$ cat src/rtl/mis_pkg.sv
// Constants for the interrupt status and mask block of the media access controller.
// Assumes a plain register port and that the pending sources are levels from the same clock.
package mis_pkg;
  localparam int unsigned MIS_CH = 8;
  localparam logic [7:0] MIS_OFS_TX_RAW = 8'h00;
  localparam logic [7:0] MIS_OFS_TX_MASKED = 8'h04;
  localparam logic [7:0] MIS_OFS_TX_MASK_SET = 8'h08;
  localparam logic [7:0] MIS_OFS_TX_MASK_CLEAR = 8'h0C;
  localparam logic [7:0] MIS_OFS_VECTOR = 8'h10;
  localparam logic [7:0] MIS_OFS_ACK = 8'h14;
  localparam logic [7:0] MIS_OFS_RX_RAW = 8'h18;
  localparam int unsigned MIS_VEC_STAT = 27;
  localparam int unsigned MIS_VEC_HOST = 26;
  localparam int unsigned MIS_VEC_LINK = 25;
  localparam int unsigned MIS_VEC_USER = 24;
  localparam int unsigned MIS_VEC_TX_LSB = 16;
  localparam int unsigned MIS_VEC_RXTH_LSB = 8;
  localparam int unsigned MIS_VEC_RX_LSB = 0;
  localparam logic [7:0] MIS_MASK_RST = 8'h00;
  localparam logic [31:0] MIS_RDATA_RST = 32'h00000000;
  localparam logic [1:0] MIS_ACK_RST = 2'h0;
  typedef enum logic [1:0] {
    MIS_ACK_RXTH = 2'h0,
    MIS_ACK_RXP = 2'h1,
    MIS_ACK_TXP = 2'h2,
    MIS_ACK_MISC = 2'h3
  } mis_ack_code_t;
endpackage

$ cat src/rtl/mis_top.sv
// Transmit mask, combined pending vector, acknowledge and raw receive status.
// Assumes source levels are synchronous to clk_i and the host uses the plain register port.
`timescale 1ns/1ps
module mis_top
  import mis_pkg::*;
(
  input wire logic clk_i,
  input wire logic arst_n_i,
  input wire logic [7:0] addr_i,
  input wire logic [31:0] wdata_i,
  input wire logic wr_i,
  input wire logic rd_i,
  output logic [31:0] rdata_o,
  input wire logic [7:0] tx_channel_raw_bit_i,
  input wire logic [7:0] rx_channel_raw_bit_i,
  input wire logic [7:0] rx_threshold_channels_pending_i,
  input wire logic statistics_event_pending_i,
  input wire logic host_error_pending_i,
  input wire logic link_change_pending_i,
  input wire logic mgmt_user_event_pending_i,
  output logic rx_threshold_line_o,
  output logic rx_pulse_line_o,
  output logic tx_pulse_line_o,
  output logic misc_line_o
);
  typedef struct packed {
    logic [7:0] tx_mask;
    logic [31:0] rdata;
    logic [1:0] ack;
    logic [3:0] armed;
    logic [3:0] pulse;
  } mis_state_t;

  logic [1:0] rst_sync_ff;
  logic rst_n;
  mis_state_t st_ff;
  mis_state_t nxt_st;
  logic [7:0] tx_masked;
  logic [31:0] vector;
  logic [3:0] cat_pend;

  // Reset release is synchronised so no flop leaves reset on a different edge.
  always_ff @(posedge clk_i or negedge arst_n_i) begin
    if (!arst_n_i) begin
      rst_sync_ff <= 2'h0;
    end else begin
      rst_sync_ff <= {rst_sync_ff[0], 1'b1};
    end
  end
  assign rst_n = rst_sync_ff[1];

  // One loop entry per transmit channel keeps each gate and its checks side by side.
  for (genvar ch = 0; ch < MIS_CH; ch++) begin : g_ch
    assign tx_masked[ch] = tx_channel_raw_bit_i[ch] & st_ff.tx_mask[ch];

    ch_clear_a: assert property (@(posedge clk_i) disable iff (!rst_n)
      wr_i && addr_i == MIS_OFS_TX_MASK_CLEAR && wdata_i[ch]
      |=> !st_ff.tx_mask[ch])
      else $error("channel mask not cleared");

    ch_clear_keep_a: assert property (@(posedge clk_i) disable iff (!rst_n)
      wr_i && addr_i == MIS_OFS_TX_MASK_CLEAR && !wdata_i[ch]
      |=> st_ff.tx_mask[ch] == $past(st_ff.tx_mask[ch]))
      else $error("zero clear bit changed channel mask");

    ch_set_a: assert property (@(posedge clk_i) disable iff (!rst_n)
      wr_i && addr_i == MIS_OFS_TX_MASK_SET && wdata_i[ch]
      |=> st_ff.tx_mask[ch])
      else $error("channel mask not set");

    ch_set_keep_a: assert property (@(posedge clk_i) disable iff (!rst_n)
      wr_i && addr_i == MIS_OFS_TX_MASK_SET && !wdata_i[ch]
      |=> st_ff.tx_mask[ch] == $past(st_ff.tx_mask[ch]))
      else $error("zero set bit changed channel mask");

    ch_vec_tx_a: assert property (@(posedge clk_i) disable iff (!rst_n)
      rd_i && addr_i == MIS_OFS_VECTOR
      |=> rdata_o[MIS_VEC_TX_LSB + ch] == $past(tx_channel_raw_bit_i[ch] && st_ff.tx_mask[ch]))
      else $error("vector transmit channel bit wrong");

    ch_masked_a: assert property (@(posedge clk_i) disable iff (!rst_n)
      rd_i && addr_i == MIS_OFS_TX_MASKED
      |=> rdata_o[ch] == $past(tx_channel_raw_bit_i[ch] && st_ff.tx_mask[ch]))
      else $error("masked transmit channel bit wrong");

    ch_vec_rxth_a: assert property (@(posedge clk_i) disable iff (!rst_n)
      rd_i && addr_i == MIS_OFS_VECTOR
      |=> rdata_o[MIS_VEC_RXTH_LSB + ch] == $past(rx_threshold_channels_pending_i[ch]))
      else $error("vector threshold channel bit wrong");

    ch_vec_rx_a: assert property (@(posedge clk_i) disable iff (!rst_n)
      rd_i && addr_i == MIS_OFS_VECTOR
      |=> rdata_o[MIS_VEC_RX_LSB + ch] == $past(rx_channel_raw_bit_i[ch]))
      else $error("vector receive channel bit wrong");

    ch_rx_raw_a: assert property (@(posedge clk_i) disable iff (!rst_n)
      rd_i && addr_i == MIS_OFS_RX_RAW
      |=> rdata_o[ch] == $past(rx_channel_raw_bit_i[ch]))
      else $error("raw receive channel bit wrong");
  end

  always_comb begin
    vector = 32'h00000000;
    vector[MIS_VEC_STAT] = statistics_event_pending_i;
    vector[MIS_VEC_HOST] = host_error_pending_i;
    vector[MIS_VEC_LINK] = link_change_pending_i;
    vector[MIS_VEC_USER] = mgmt_user_event_pending_i;
    vector[MIS_VEC_TX_LSB +: MIS_CH] = tx_masked;
    vector[MIS_VEC_RXTH_LSB +: MIS_CH] = rx_threshold_channels_pending_i;
    vector[MIS_VEC_RX_LSB +: MIS_CH] = rx_channel_raw_bit_i;
  end

  // Receive masks live in a neighbouring block, so receive categories use raw levels here.
  assign cat_pend = {statistics_event_pending_i | host_error_pending_i |
                     link_change_pending_i | mgmt_user_event_pending_i,
                     |tx_masked, |rx_channel_raw_bit_i, |rx_threshold_channels_pending_i};

  always_comb begin
    nxt_st = st_ff;
    nxt_st.rdata = MIS_RDATA_RST;
    if (wr_i && addr_i == MIS_OFS_TX_MASK_SET) begin
      nxt_st.tx_mask = st_ff.tx_mask | wdata_i[MIS_CH-1:0];
    end
    if (wr_i && addr_i == MIS_OFS_TX_MASK_CLEAR) begin
      nxt_st.tx_mask = st_ff.tx_mask & ~wdata_i[MIS_CH-1:0];
    end
    // A line pulses once when pending while armed and waits for its acknowledge to re-arm.
    nxt_st.pulse = st_ff.armed & cat_pend;
    nxt_st.armed = st_ff.armed & ~cat_pend;
    if (wr_i && addr_i == MIS_OFS_ACK) begin
      nxt_st.ack = wdata_i[1:0];
      nxt_st.armed[wdata_i[1:0]] = 1'b1;
    end
    if (rd_i) begin
      unique case (addr_i)
        MIS_OFS_TX_RAW: nxt_st.rdata = {24'h000000, tx_channel_raw_bit_i};
        MIS_OFS_TX_MASKED: nxt_st.rdata = {24'h000000, tx_masked};
        MIS_OFS_TX_MASK_SET: nxt_st.rdata = {24'h000000, st_ff.tx_mask};
        MIS_OFS_TX_MASK_CLEAR: nxt_st.rdata = {24'h000000, st_ff.tx_mask};
        MIS_OFS_VECTOR: nxt_st.rdata = vector;
        MIS_OFS_ACK: nxt_st.rdata = {30'h00000000, st_ff.ack};
        MIS_OFS_RX_RAW: nxt_st.rdata = {24'h000000, rx_channel_raw_bit_i};
        default: nxt_st.rdata = MIS_RDATA_RST;
      endcase
    end
  end

  always_ff @(posedge clk_i or negedge rst_n) begin
    if (!rst_n) begin
      st_ff.tx_mask <= MIS_MASK_RST;
      st_ff.rdata <= MIS_RDATA_RST;
      st_ff.ack <= MIS_ACK_RST;
      st_ff.armed <= 4'hF;
      st_ff.pulse <= 4'h0;
    end else begin
      st_ff <= nxt_st;
    end
  end

  assign rdata_o = st_ff.rdata;
  assign rx_threshold_line_o = st_ff.pulse[MIS_ACK_RXTH];
  assign rx_pulse_line_o = st_ff.pulse[MIS_ACK_RXP];
  assign tx_pulse_line_o = st_ff.pulse[MIS_ACK_TXP];
  assign misc_line_o = st_ff.pulse[MIS_ACK_MISC];

  mask_clear_a: assert property (@(posedge clk_i) disable iff (!rst_n)
    wr_i && addr_i == MIS_OFS_TX_MASK_CLEAR && !(wdata_i[7:0] == 8'h00)
    |=> (st_ff.tx_mask & $past(wdata_i[7:0])) == 8'h00)
    else $error("mask clear did not disable channel");
  mask_set_a: assert property (@(posedge clk_i) disable iff (!rst_n)
    wr_i && addr_i == MIS_OFS_TX_MASK_SET |=> (st_ff.tx_mask & $past(wdata_i[7:0]))
    == $past(wdata_i[7:0]))
    else $error("mask set did not enable channel");
  mask_keep_a: assert property (@(posedge clk_i) disable iff (!rst_n)
    !wr_i |=> st_ff.tx_mask == $past(st_ff.tx_mask))
    else $error("mask changed without write");
  vec_read_a: assert property (@(posedge clk_i) disable iff (!rst_n)
    rd_i && addr_i == MIS_OFS_VECTOR |=> rdata_o[23:16] == $past(tx_masked)
    && rdata_o[31:28] == 4'h0)
    else $error("vector transmit field wrong");
  vec_misc_a: assert property (@(posedge clk_i) disable iff (!rst_n)
    rd_i && addr_i == MIS_OFS_VECTOR |=> rdata_o[27:24] == $past({statistics_event_pending_i,
    host_error_pending_i, link_change_pending_i, mgmt_user_event_pending_i}))
    else $error("vector misc field wrong");
  rx_raw_a: assert property (@(posedge clk_i) disable iff (!rst_n)
    rd_i && addr_i == MIS_OFS_RX_RAW |=> rdata_o == {24'h000000, $past(rx_channel_raw_bit_i)})
    else $error("raw receive read wrong");
  vec_rx_a: assert property (@(posedge clk_i) disable iff (!rst_n)
    rd_i && addr_i == MIS_OFS_VECTOR |=> rdata_o[15:0] ==
    $past({rx_threshold_channels_pending_i, rx_channel_raw_bit_i}))
    else $error("vector receive fields wrong");
  repulse_a: assert property (@(posedge clk_i) disable iff (!rst_n)
    wr_i && addr_i == MIS_OFS_ACK && wdata_i[1:0] == 2'h2 ##1 (|tx_masked)
    |=> tx_pulse_line_o)
    else $error("transmit line not pulsed after acknowledge");
  ack_store_a: assert property (@(posedge clk_i) disable iff (!rst_n)
    wr_i && addr_i == MIS_OFS_ACK ##1 rd_i && addr_i == MIS_OFS_ACK
    |=> rdata_o[1:0] == $past(wdata_i[1:0], 2))
    else $error("acknowledge code not kept");

  mask_read_a: assert property (@(posedge clk_i) disable iff (!rst_n)
    rd_i && addr_i == MIS_OFS_TX_MASK_CLEAR
    |=> rdata_o == {24'h000000, $past(st_ff.tx_mask)})
    else $error("mask clear read wrong");

  ack_upper_a: assert property (@(posedge clk_i) disable iff (!rst_n)
    rd_i && addr_i == MIS_OFS_ACK
    |=> rdata_o[31:2] == 30'h00000000)
    else $error("acknowledge upper bits not zero");

  ack_code_a: assert property (@(posedge clk_i) disable iff (!rst_n)
    wr_i && addr_i == MIS_OFS_ACK
    |=> st_ff.ack == $past(wdata_i[1:0]))
    else $error("acknowledge code not stored");

  // A second pulse back to back is only legal when software re-armed the line at once.
  tx_once_a: assert property (@(posedge clk_i) disable iff (!rst_n)
    tx_pulse_line_o && !$past(wr_i && addr_i == MIS_OFS_ACK && wdata_i[1:0] == MIS_ACK_TXP)
    |=> !tx_pulse_line_o)
    else $error("transmit line pulsed twice");

  misc_once_a: assert property (@(posedge clk_i) disable iff (!rst_n)
    misc_line_o && !$past(wr_i && addr_i == MIS_OFS_ACK && wdata_i[1:0] == MIS_ACK_MISC)
    |=> !misc_line_o)
    else $error("misc line pulsed twice");

  rxp_once_a: assert property (@(posedge clk_i) disable iff (!rst_n)
    rx_pulse_line_o && !$past(wr_i && addr_i == MIS_OFS_ACK && wdata_i[1:0] == MIS_ACK_RXP)
    |=> !rx_pulse_line_o)
    else $error("receive line pulsed twice");

  rxth_once_a: assert property (@(posedge clk_i) disable iff (!rst_n)
    rx_threshold_line_o && !$past(wr_i && addr_i == MIS_OFS_ACK && wdata_i[1:0] == MIS_ACK_RXTH)
    |=> !rx_threshold_line_o)
    else $error("threshold line pulsed twice");

  tx_cause_a: assert property (@(posedge clk_i) disable iff (!rst_n)
    tx_pulse_line_o
    |-> $past(|tx_masked))
    else $error("transmit line pulsed without enabled source");

  misc_cause_a: assert property (@(posedge clk_i) disable iff (!rst_n)
    misc_line_o
    |-> $past(statistics_event_pending_i || host_error_pending_i ||
    link_change_pending_i || mgmt_user_event_pending_i))
    else $error("misc line pulsed without source");

  rx_cause_a: assert property (@(posedge clk_i) disable iff (!rst_n)
    rx_pulse_line_o
    |-> $past(|rx_channel_raw_bit_i))
    else $error("receive line pulsed without source");

  rxth_cause_a: assert property (@(posedge clk_i) disable iff (!rst_n)
    rx_threshold_line_o
    |-> $past(|rx_threshold_channels_pending_i))
    else $error("threshold line pulsed without source");

  c_clear: cover property (@(posedge clk_i) wr_i && addr_i == MIS_OFS_TX_MASK_CLEAR);
  c_ack: cover property (@(posedge clk_i) wr_i && addr_i == MIS_OFS_ACK ##2 tx_pulse_line_o);
  c_vec: cover property (@(posedge clk_i) rd_i && addr_i == MIS_OFS_VECTOR ##1 rdata_o != 0);
  c_zero_clear: cover property (@(posedge clk_i)
    wr_i && addr_i == MIS_OFS_TX_MASK_CLEAR && wdata_i[7:0] == 8'h00);
  c_misc: cover property (@(posedge clk_i) misc_line_o);
endmodule

$ cat config.mk
export PLATFORM = sky130hd
export DESIGN_NAME = mis_top
export DESIGN_NICKNAME = d
export VERILOG_FILES = /design/src/rtl/mis_pkg.sv /design/src/rtl/mis_top.sv
export SDC_FILE = /design/constraint.sdc
export NUM_CORES = 1
export LEC_CHECK = 0
export ABC_AREA = 0
export BUFFER_PORTS_ARGS = -buffer_cell sky130_fd_sc_hd__buf_4
export CAP_MARGIN = 10
export CORE_AREA = 2 2 102 55
export CTS_CLUSTER_SIZE = 40
export DETAILED_ROUTE_END_ITERATION = 8
export DIE_AREA = 0 0 104 57
export PLACE_DENSITY = 0.79
export SYNTH_ARGS = -nofsm -noshare
export SYNTH_HDL_FRONTEND = slang
export SYNTH_SLANG_ARGS = --single-unit
$ cat constraint.sdc
create_clock -name clk_i -period 1.82 [get_ports clk_i]
set_clock_uncertainty 0.1 [all_clocks]
set_input_delay 0.364 -clock clk_i [delete_from_list [all_inputs] [get_ports clk_i]]
set_output_delay 0.364 -clock clk_i [all_outputs]
set_load 0.02 [all_outputs]
* After elaboration in Yosys (flattened, before gate mapping)
Index checks and enable logic that the tools add are counted.
Storage, ports and cells: register bits after elaboration 52, latch bits 0, memory bits (writable) 0, ROM bits 0, bits of input ports 72, logic and storage cells 49, memories kept 0
Operators by class: add/sub/neg operators 0, multipliers 0, divide/modulo/power cells 0, $lt $le $gt $ge 2, equality and inequality tests 6, shifts and indexed selects 0, muxes and demuxes 7, bitwise gates (word level) 18, reductions and logical operators 10
Operator list (number):
- 28-bit case mux with 6 select lines | 1
- 28-bit two-way mux | 1
- 8-bit by 5-bit == test with 1-bit output (second input constant) | 3
- 8-bit OR reduction | 3
- 8-bit by 4-bit == test with 1-bit output (second input constant) | 2
- 8-bit two-way mux | 2
- 1-bit bitwise AND | 8
- 4-bit bitwise AND | 2
- 8-bit bitwise AND | 1
- 8-bit by 3-bit == test with 1-bit output (second input constant) | 1
- 8-bit zero test | 1
- 8-bit inverter | 1
- 8-bit bitwise OR | 1
- 1-bit logical AND | 4
- 4-bit two-way mux | 1
- 4-bit inverter | 1
- 4-bit bitwise OR | 1
- 2-bit by 3-bit < comparator with 1-bit output (second input constant) | 1
- 1-bit bitwise OR | 3
- 1-bit demux with 2-bit select | 1
- 2-bit by 1-bit >= comparator with 1-bit output (second input constant) | 1
- 2-bit nonzero test | 1
- 2-bit OR reduction | 1
- 1-bit two-way mux | 1

* Longest topological paths before layout
Gate-level depths: netlist of the first run.
word-level depth 7, gate-level depth with buffers 5, depth with buffers taken out 4

* Worst setup path before layout of the first run
No wires, ideal clock.
kind input -> register, from input addr_i[5], to register st_ff[8] in the netlist's numbering, setup time 0.125 ns, data arrival time 1.169 ns, slack 0.426 ns, stages on the path 4, path buffers 0, cells stage by stage nor3_2 -> and3_2 -> nand3_2 -> mux2_2
On the way: longest elaborated chain between the ends 2
RTL lines:
- start: declaration | RTL line mis_top.sv:9 | input wire logic [7:0] addr_i,
- 8-bit by 5-bit == test with 1-bit output | RTL line mis_top.sv:130 | if (wr_i && addr_i == MIS_OFS_ACK) begin
- 1-bit logical AND | RTL line mis_top.sv:130
- end signal: assignment | RTL line mis_top.sv:156 | st_ff <= nxt_st;
- end: declaration | RTL line mis_top.sv:36 | mis_state_t st_ff;
No other way between the ends. A chain may end at the register's enable or synchronous reset.

==> metrics.cfg, run 1 <==
[grt]
grt_pass1_vias=1578
use_met2=0.236
grt-ovfl-total=0
met1_usage=0.249
grt_max_degree=47
top_usage_layer=met1
antenna_found_initial=0
grtUsageTotal=0.169
use_met3=0.0549
grt_pass1_wl_um=7730

[setup_path]
cp.arrival_ns=1.58
r2r-end=st_ff[6]
ff2ff_path_depth=4
rrSetupSlack_ns=0.62
path_cells=buf_4, nor3_2, and3_2, and3_1, and2_1
cp.required_ns=1.95
crit_path_end_kind=register
cp_slowest_cell=and3_1
crit_type=in -> reg
start_kind=input pin
worst-path-max-fanout=12
startpoint=addr_i[5]
cpPeakStageDelay_ns=0.37

[logic_synthesis]
yosysTopAreaCell=dfrtp_1
avgSynthCellArea_um2=10.4
ys_seq_area_frac=0.537
yosysUniqueCellTypes=37
synthCells=215
async_flop_share=1.00
synth_area_leaders=dfrtp_1, buf_4, dfstp_2
yosysMostFrequentCell=dfrtp_1
synthTopCellsByCount=dfrtp_1, buf_4, nor2_1
synth_area_mm2=0.00225
synth_edf_count=0
synthFlopType=dfrtp_1
ys_ff_latch=48
yosys_warnings=0
synth.top_cell.area_share=0.490

[power_and_ir_drop]
switching_share=0.240
clkPwrFrac=0.316
power_density_mw_per_mm2=690
p_leak_nw=1.47
p_int_mw=1.46
peakVddDrop_uv=359
p_sw_uw=460
totalPowerFinal_mw=1.92
pwr-share-comb=0.115
power_frac_seq=0.569

[outcome]
status=completed

[floorplan]
coreArea_mm2=0.00513
dieArea_mm2=0.00593
chipHeight_um=57
start_util=0.437
fp.dieW_um=104
row_count=19
ios=108

[route]
avgViaCountPerCell=4.73
wl_per_cell_um=14.2
drc=0
dr.pass1.iters=4
vias=1622
dr.first_iter.drc_count=125
antenna_left=0
drt-total-wl_um=4860

[sta]
worstMarginPinSlew_ns=0.565
finalHoldViolCount=0
tns_ns=0
clock.fmax_mhz=693
slew_headroom=0.623
fin_crit_ns=1.44
setup_viol=0
slew_viol_final=0
post-route-period-util=0.793
rsz0062_at_grt=false

[clock_network]
cts_num_sinks=48
clk_pin_slew_worst_paths_ns=0.08
cts_setup_buffers=0
ctsHoldBuffers=1
clk_latency_ns=0.30
clockRootBuffer=clkbuf_8
cts_resized=0
clock_path_buffers=2
htreeDepth=2
cts_buffers=5
tritoncts=yes

[hold_path]
hold_path.class=in -> reg
holdPathStages=2
min_to=st_ff[6]
holdCritStartpoint=wdata_i[0]

[place]
hpwl_um=3710
dp.cells=334
gp_congestion=0.865
port_buffers=79

[finish]
final_cells=343
n_antenna_cell=0
nFillCells=448
layout.nets=341
final_util=0.541
drive_gt1_frac=0.374
areaGrowthSynthToFinish_pct=23.6

[job]
drv_cap=0

-- cell type report --
type	count	area (µm²)	area share
clock buffer	7	76.3	0.0275
tap	73	91.3	0.0329
inverter	9	33.8	0.0122
multi-input combinational	123	744	0.268
clock inverter	1	5.00	0.00180
timing repair buffer	82	618	0.223
sequential	48	1210	0.435
-- critical path, delay by kind of cell --
family	cells	cell delay (ns)
and+or+nand+nor	4	1.09
buffers and inverters	1	0.11
-- worst max path at each step --
| stage | endpoint | slack, ns | cells past startpoint |
|---|---|---|---|
| after CTS | rdata_o[8] | 0.38 | 5 |
| after global routing | rdata_o[12] | 0.27 | 5 |
| after global placement | rdata_o[12] | 0.09 | 5 |
| after floorplan | asynchronous set/reset pin | 0.29 | 0 |
| after detailed placement | rdata_o[8] | 0.06 | 5 |
| final | rdata_o[12] | 0.38 | 5 |
-- logic make-up after synthesis --
family	Yosys count	synth area share
buffers and inverters	47	0.136
AND/OR/NAND/NOR	79	0.183
AO/OA/AOI/OAI	28	0.0897
other	2	0.00334
multiplexers	11	0.0507
flip-flops	48	0.537
-- cells in the final DEF, fill, tap and decap left out, types with 3 or more instances in the layout --
| cell | synthesis | final |
|---|---|---|
| inv_1 | 9 | 9 |
| clkbuf_8 | 0 | 5 |
| a22oi_1 | 4 | 4 |
| nand3_1 | 5 | 5 |
| and2_1 | 13 | 13 |
| a21oi_1 | 6 | 6 |
| nor2b_1 | 5 | 5 |
| mux2i_1 | 8 | 8 |
| o31ai_1 | 3 | 3 |
| conb_1 | 2 | 5 |
| dfstp_2 | 4 | 4 |
| nor4_1 | 6 | 6 |
| nor2_1 | 21 | 21 |
| a22o_1 | 3 | 3 |
| nand4_1 | 3 | 3 |
| nand2_1 | 18 | 18 |
| mux2_2 | 3 | 3 |
| buf_4 | 34 | 81 |
| dfrtp_1 | 44 | 43 |
-- metal layers --
| metal | vias to the layer above | part of all wire |
|---|---|---|
| li1 | 799 | - |
| met1 | 739 | 0.49 |
| met2 | 77 | 0.41 |
| met3 | 7 | 0.086 |
| met4 | 0 | 0.014 |
| met5 | - | 0 |
-- power by group through the flow --
stage | clock network (mW) | logic, mW | registers, mW
2_1_floorplan | 0 | 0.0891 | 1.12
3_3_place_gp | 0 | 0.214 | 1.11
3_5_place_dp | 0 | 0.217 | 1.11
4_1_cts | 0.619 | 0.219 | 1.09
5_1_grt | 0.676 | 0.243 | 1.09
6_report | 0.606 | 0.220 | 1.09
-- per-stage QoR --
step / cell area, µm² / worst slack (ns) / hold WS, ns
2_1_floorplan: 2260 / 0.292 / -0.0316
3_3_place_gp: 2690 / 0.0887 / 0.0493
5_1_grt: 2780 / 0.267 / 0.132
3_5_place_dp: 2690 / 0.0649 / 0.0507
6_report: 2780 / 0.376 / 0.147
4_1_cts: 2780 / 0.378 / 0.130
(Power assumes the default switching activity.)
==> inputs of run 2 (changes only) <==
==> constraint.sdc (replaced) <==
create_clock -name clk_i -period 1.4 [get_ports clk_i]
set_clock_uncertainty 0.1 [all_clocks]
set_input_delay 0.28 -clock clk_i [delete_from_list [all_inputs] [get_ports clk_i]]
set_output_delay 0.28 -clock clk_i [all_outputs]
set_load 0.02 [all_outputs]
==> metrics.cfg, run 2 (synthesized netlist as in run 1, its figures left out) <==
[floorplan]
dieArea_mm2=0.00593  ; unchanged
ios=108  ; unchanged
coreArea_mm2=0.00513  ; unchanged
fp.dieW_um=104  ; unchanged
chipHeight_um=57  ; unchanged
start_util=0.437  ; unchanged
row_count=19  ; unchanged

[sta]
rsz0062_at_grt=false
finalHoldViolCount=0  ; unchanged
clock.fmax_mhz=792
tns_ns=0  ; unchanged
slew_viol_final=0  ; unchanged
post-route-period-util=0.901
fin_crit_ns=1.26
setup_viol=0  ; unchanged

[setup_path]
worst-path-max-fanout=4  ; -8
crit_type=in -> reg
rrSetupSlack_ns=0.18  ; -0.44 ns
cpPeakStageDelay_ns=0.30  ; -0.07 ns
ff2ff_path_depth=4  ; unchanged
start_kind=input pin
crit_path_end_kind=register
cp_slowest_cell=mux2_2
cp.arrival_ns=1.35  ; -0.23 ns
path_cells=buf_4, nor3_2, and3_2, nand3_2, mux2_2
r2r-end=st_ff[6]
cp.required_ns=1.49  ; -0.46 ns
cp_top_family=simple AND/OR/NAND/NOR gates
crit_buf_inv=1  ; unchanged

[clock_network]
cts_num_sinks=48  ; unchanged
cts_resized=0  ; unchanged
tritoncts=yes
clock_path_buffers=2  ; unchanged
cts_setup_buffers=0  ; unchanged
clockRootBuffer=clkbuf_8
ctsHoldBuffers=1  ; unchanged
clk_latency_ns=0.30  ; about the same
htreeDepth=2  ; unchanged
clk_pin_slew_worst_paths_ns=0.08  ; about the same
cts_buffers=5  ; unchanged

[place]
dpl_cell_area_mm2=0.00283  ; +5.2%
gp_congestion=0.875  ; +1.2%
hpwl_um=4140  ; +12%
port_buffers=79  ; unchanged

[finish]
drive_gt1_frac=0.411  ; +0.0371
ff_latch_area_mm2=0.00121  ; unchanged
nFillCells=452  ; +0.89%
multi_input_area_um2=744  ; unchanged
final_util=0.570  ; +0.0290
n_antenna_cell=0  ; unchanged
areaGrowthSynthToFinish_pct=30.3
mostFrequentLayoutCell=buf_4
layout_common_cells=buf_4, dfrtp_1, nor2_1
layout.nets=358  ; +5.0%
stdcell_area_mm2=0.00293  ; +5.4%

[power_and_ir_drop]
power_density_mw_per_mm2=875  ; +27%
peakVddDrop_uv=375  ; +4.4%
totalPowerFinal_mw=2.56  ; +34%
p_leak_nw=1.56  ; +6.4%

[job]
drv_cap=0  ; unchanged

[outcome]
status=completed

[grt]
grt_pass1_vias=1711  ; +8.4%
grtUsageTotal=0.182  ; +0.0122
grt_pass1_wl_um=8230  ; +6.4%
grt_max_degree=28  ; -40%
antenna_found_initial=0  ; unchanged
grt-ovfl-total=0  ; unchanged

[route]
drc=0  ; unchanged
antenna_left=0  ; unchanged
avgViaCountPerCell=4.78  ; +1.0%
drt-total-wl_um=5200  ; +7.0%
dr.first_iter.drc_count=88  ; -30%
wl_per_cell_um=14.5  ; +1.9%
dr.pass1.iters=4  ; unchanged
vias=1720  ; +6.0%

[hold_path]
hold_path.class=reg -> async

[run 2: changes by cell type in the layout (fill, tap and decap cells not counted)]
| cell | before | now |
|---|---|---|
| clkbuf_8 | 5 | 6 |
| buf_4 | 81 | 97 |
| clkinv_2 | 1 | 0 |
| buf_12 | 0 | 1 |
[run 2: worst max-delay path by stage]
stage,startpoint,end,slack (ns),cells after the start
after global placement,addr_i[5],st_ff[8],-0.12,5
after floorplan,addr_i[5],st_ff[8],0.09,4
after CTS,addr_i[5],st_ff[8],0.15,5
after detailed placement,addr_i[5],st_ff[8],-0.15,5
final,addr_i[5],st_ff[8],0.14,5
after global routing,addr_i[5],rdata_o[22],0.09,5
[run 2: per-stage QoR]
step / hold slack, ns / std cells / setup slack, ns
2_1_floorplan: -0.116 / 218 / 0.0900
3_3_place_gp: -0.0343 / 351 / -0.116
3_5_place_dp: -0.0354 / 351 / -0.151
4_1_cts: 0.0493 / 360 / 0.149
5_1_grt: 0.0475 / 360 / 0.0879
6_report: 0.0530 / 360 / 0.138
[run 2: final cells by class]
cell class                      count  share of cell area
Sequential cell                    48               0.413
Tap cell                           73              0.0312
Clock buffer                        8              0.0308
Multi-Input combinational cell    123               0.254
Timing Repair Buffer               99               0.259
Inverter                            9              0.0115
[run 2: layer usage]
layer,up-vias,GRT usage,share of wire
li1,827,-,-
met1,807,0.251,0.47
met2,73,0.267,0.43
met3,13,0.0549,0.076
met4,0,0.0830,0.024
met5,-,0,0
[run 2: where the power goes]
part	internal, mW	total (mW)	switching [mW]
Combinational	0.161	0.310	0.149
Clock	0.403	0.826	0.423
Sequential	1.40	1.42	0.0199
==> inputs of run 3 (changes only) <==
==> config.mk (replaced) <==
export PLATFORM = sky130hd
export DESIGN_NAME = mis_top
export DESIGN_NICKNAME = d
export VERILOG_FILES = /design/src/rtl/mis_pkg.sv /design/src/rtl/mis_top.sv
export SDC_FILE = /design/constraint.sdc
export NUM_CORES = 1
export LEC_CHECK = 0
export ABC_AREA = 1
export BUFFER_PORTS_ARGS = -buffer_cell sky130_fd_sc_hd__buf_4
export CAP_MARGIN = 10
export CORE_AREA = 2 2 106 57
export CTS_CLUSTER_SIZE = 40
export DETAILED_ROUTE_END_ITERATION = 8
export DIE_AREA = 0 0 108 59
export PLACE_DENSITY = 0.78
export SYNTH_ARGS = -nofsm -noshare
export SYNTH_HDL_FRONTEND = slang
export SYNTH_SLANG_ARGS = --single-unit
==> metrics.cfg, run 3 <==
[power_and_ir_drop]
power_frac_seq=0.546  ; -0.010
clkPwrFrac=0.335  ; +0.012
peakVddDrop_uv=385  ; +2.6%
p_int_mw=1.95  ; -1.1%
switching_share=0.251  ; +0.0200
power_density_mw_per_mm2=843  ; -3.7%
totalPowerFinal_mw=2.60  ; +1.5%
p_sw_uw=654  ; +10%
p_leak_nw=1.70  ; +8.6%
pwr-share-comb=0.120  ; about the same

[sta]
fin_crit_ns=1.27  ; +0.00459 ns
clock.fmax_mhz=790  ; -0.36%
slew_viol_final=0  ; unchanged
fin_ws_ns=0.134  ; -0.00459 ns
post-route-period-util=0.905  ; +0.00328
rsz0062_at_grt=false
tns_ns=0  ; unchanged
finalHoldViolCount=0  ; unchanged
setup_viol=0  ; unchanged

[grt]
top_usage_layer=met2
grt_pass1_vias=1935  ; +13%
grt_max_degree=47  ; +68%
use_met3=0.0440  ; -0.0109
grt_pass1_wl_um=8870  ; +7.8%
use_met2=0.313  ; +0.0458
grt-ovfl-total=0  ; unchanged
antenna_found_initial=0  ; unchanged
grtUsageTotal=0.182  ; +0.000741
met1_usage=0.237  ; -0.0140

[logic_synthesis]
synth_area_mm2=0.00246  ; +9.5%
synth_area_leaders=dfrtp_1, buf_4, nor2_1
yosysMostFrequentCell=nor2_1
synthFlopType=dfrtp_1
avgSynthCellArea_um2=8.45  ; -19%
async_flop_share=1.00  ; unchanged
yosysUniqueCellTypes=26  ; -30%
synth.top_cell.area_share=0.448  ; -0.0426
yosys_warnings=0  ; unchanged
synthTopCellsByCount=nor2_1, dfrtp_1, nand2_1
synthCells=291  ; +35%
yosysTopAreaCell=dfrtp_1
ys_seq_area_frac=0.490  ; -0.0467
synth_edf_count=0  ; unchanged
ys_ff_latch=48  ; unchanged

[clock_network]
clock_path_buffers=2  ; unchanged
htreeDepth=2  ; unchanged
tritoncts=yes
cts_setup_buffers=0  ; unchanged
clockRootBuffer=clkbuf_8
clk_pin_slew_worst_paths_ns=0.09  ; about the same
clk_latency_ns=0.30  ; about the same
cts_buffers=5  ; unchanged
cts_resized=0  ; unchanged
cts_num_sinks=48  ; unchanged

[floorplan]
row_count=19  ; unchanged
ios=108  ; unchanged
fp.dieW_um=108  ; +3.8%
chipHeight_um=59  ; +3.5%
start_util=0.460  ; +0.0225
dieArea_mm2=0.00637  ; +7.5%
coreArea_mm2=0.00535  ; +4.2%

[finish]
final_util=0.576  ; +0.00669
mostFrequentLayoutCell=buf_4
areaGrowthSynthToFinish_pct=25.3
layout_common_cells=buf_4, nor2_1, dfrtp_1
nFillCells=506  ; +12%
layout.nets=425  ; +19%
n_antenna_cell=0  ; unchanged
drive_gt1_frac=0.362  ; -0.0496

[place]
port_buffers=79  ; unchanged
dp_slack_ns=-0.0548  ; +0.0964 ns
hpwl_um=4120  ; -0.31%
gp_congestion=0.873  ; -0.22%

[hold_path]
hold_path.class=in -> reg

[setup_path]
start_kind=register
r2r-end=st_ff[6]
crit_path_end_kind=register
worst-path-max-fanout=3  ; -1
crit_buf_inv=1  ; unchanged
crit_type=reg -> reg
cp.required_ns=1.53  ; +0.04 ns
worstSetupPathDepth=5  ; unchanged
path_cells=nand2_1, inv_1, nor3_1, nand3_1, o21ai_1
cpPeakStageDelay_ns=0.42  ; +0.12 ns
crit_path_end=st_ff[6]
ff2ff_path_depth=5  ; +1
cp_slowest_cell=dfrtp_1
rrSetupSlack_ns=0.13  ; -0.05 ns
cp_top_family=simple AND/OR/NAND/NOR gates
cp.arrival_ns=1.39  ; +0.04 ns

[route]
antenna_left=0  ; unchanged
drt-total-wl_um=5230  ; +0.58%
wl_per_cell_um=12.3  ; -15%
drc=0  ; unchanged
dr.first_iter.drc_count=108  ; +23%
avgViaCountPerCell=4.51  ; -5.6%
dr.pass1.iters=4  ; unchanged
vias=1925  ; +12%

[job]
drv_cap=0  ; unchanged

[outcome]
status=completed

==> run 3: routing by layer <==
layer	part of all wire	up-vias
met5	0	-
met3	0.071	4
li1	-	980
met1	0.45	870
met2	0.48	71
met4	0.0076	0
==> run 3: how the worst min path moves through the flow <==
stage                     startpoint  depth (start not counted)  slack (ns)        endpoint
after floorplan             arst_n_i                          0       -0.12  rst_sync_ff[0]
after global placement      arst_n_i                          1       -0.04  rst_sync_ff[0]
after detailed placement    arst_n_i                          1       -0.03  rst_sync_ff[0]
after CTS                 wdata_i[1]                          2        0.07        st_ff[5]
after global routing      wdata_i[1]                          2        0.08        st_ff[5]
final                     wdata_i[1]                          2        0.07        st_ff[5]
==> run 3: timing repair <==
| action | 4_1_cts | 5_1_grt |
|---|---|---|
| hold buffers | 1 | 0 |
| endpoints found under the hold margin | 2 | 0 |
| endpoints found under the setup margin | 0 | 0 |
==> run 3: layout make-up <==
| class | instances | area (µm²) | area share |
|---|---|---|---|
| timing repair buffer | 87 | 681 | 0.221 |
| clock buffer | 6 | 82.6 | 0.0268 |
| clock inverter | 2 | 13.8 | 0.00446 |
| inverter | 44 | 165 | 0.0536 |
| tap | 73 | 91.3 | 0.0296 |
| multi-input combinational | 167 | 842 | 0.273 |
| sequential | 48 | 1210 | 0.392 |
==> run 3: stage by stage <==
stage,area (µm²),hold WS (ns),std cells
finish,3080,0.0742,427
global route,3080,0.0797,427
CTS,3080,0.0740,427
detailed placement,2980,-0.0349,418
global placement,2980,-0.0382,418
floorplan,2470,-0.116,294
==> run 3: power by group through the flow <==
stage               clock network (mW)  logic (mW)  registers, mW
finish                           0.870       0.311           1.42
CTS                              0.887       0.313           1.42
floorplan                            0       0.133           1.46
global placement                     0       0.304           1.44
detailed placement                   0       0.310           1.44
global route                     0.961       0.346           1.42
==> run 3: logic make-up after synthesis <==
logic type,Yosys count,share of synthesized area
flip-flops,48,0.490
other,2,0.00305
AND/OR/NAND/NOR,138,0.283
buffers and inverters,79,0.172
AO/OA/AOI/OAI,24,0.0514
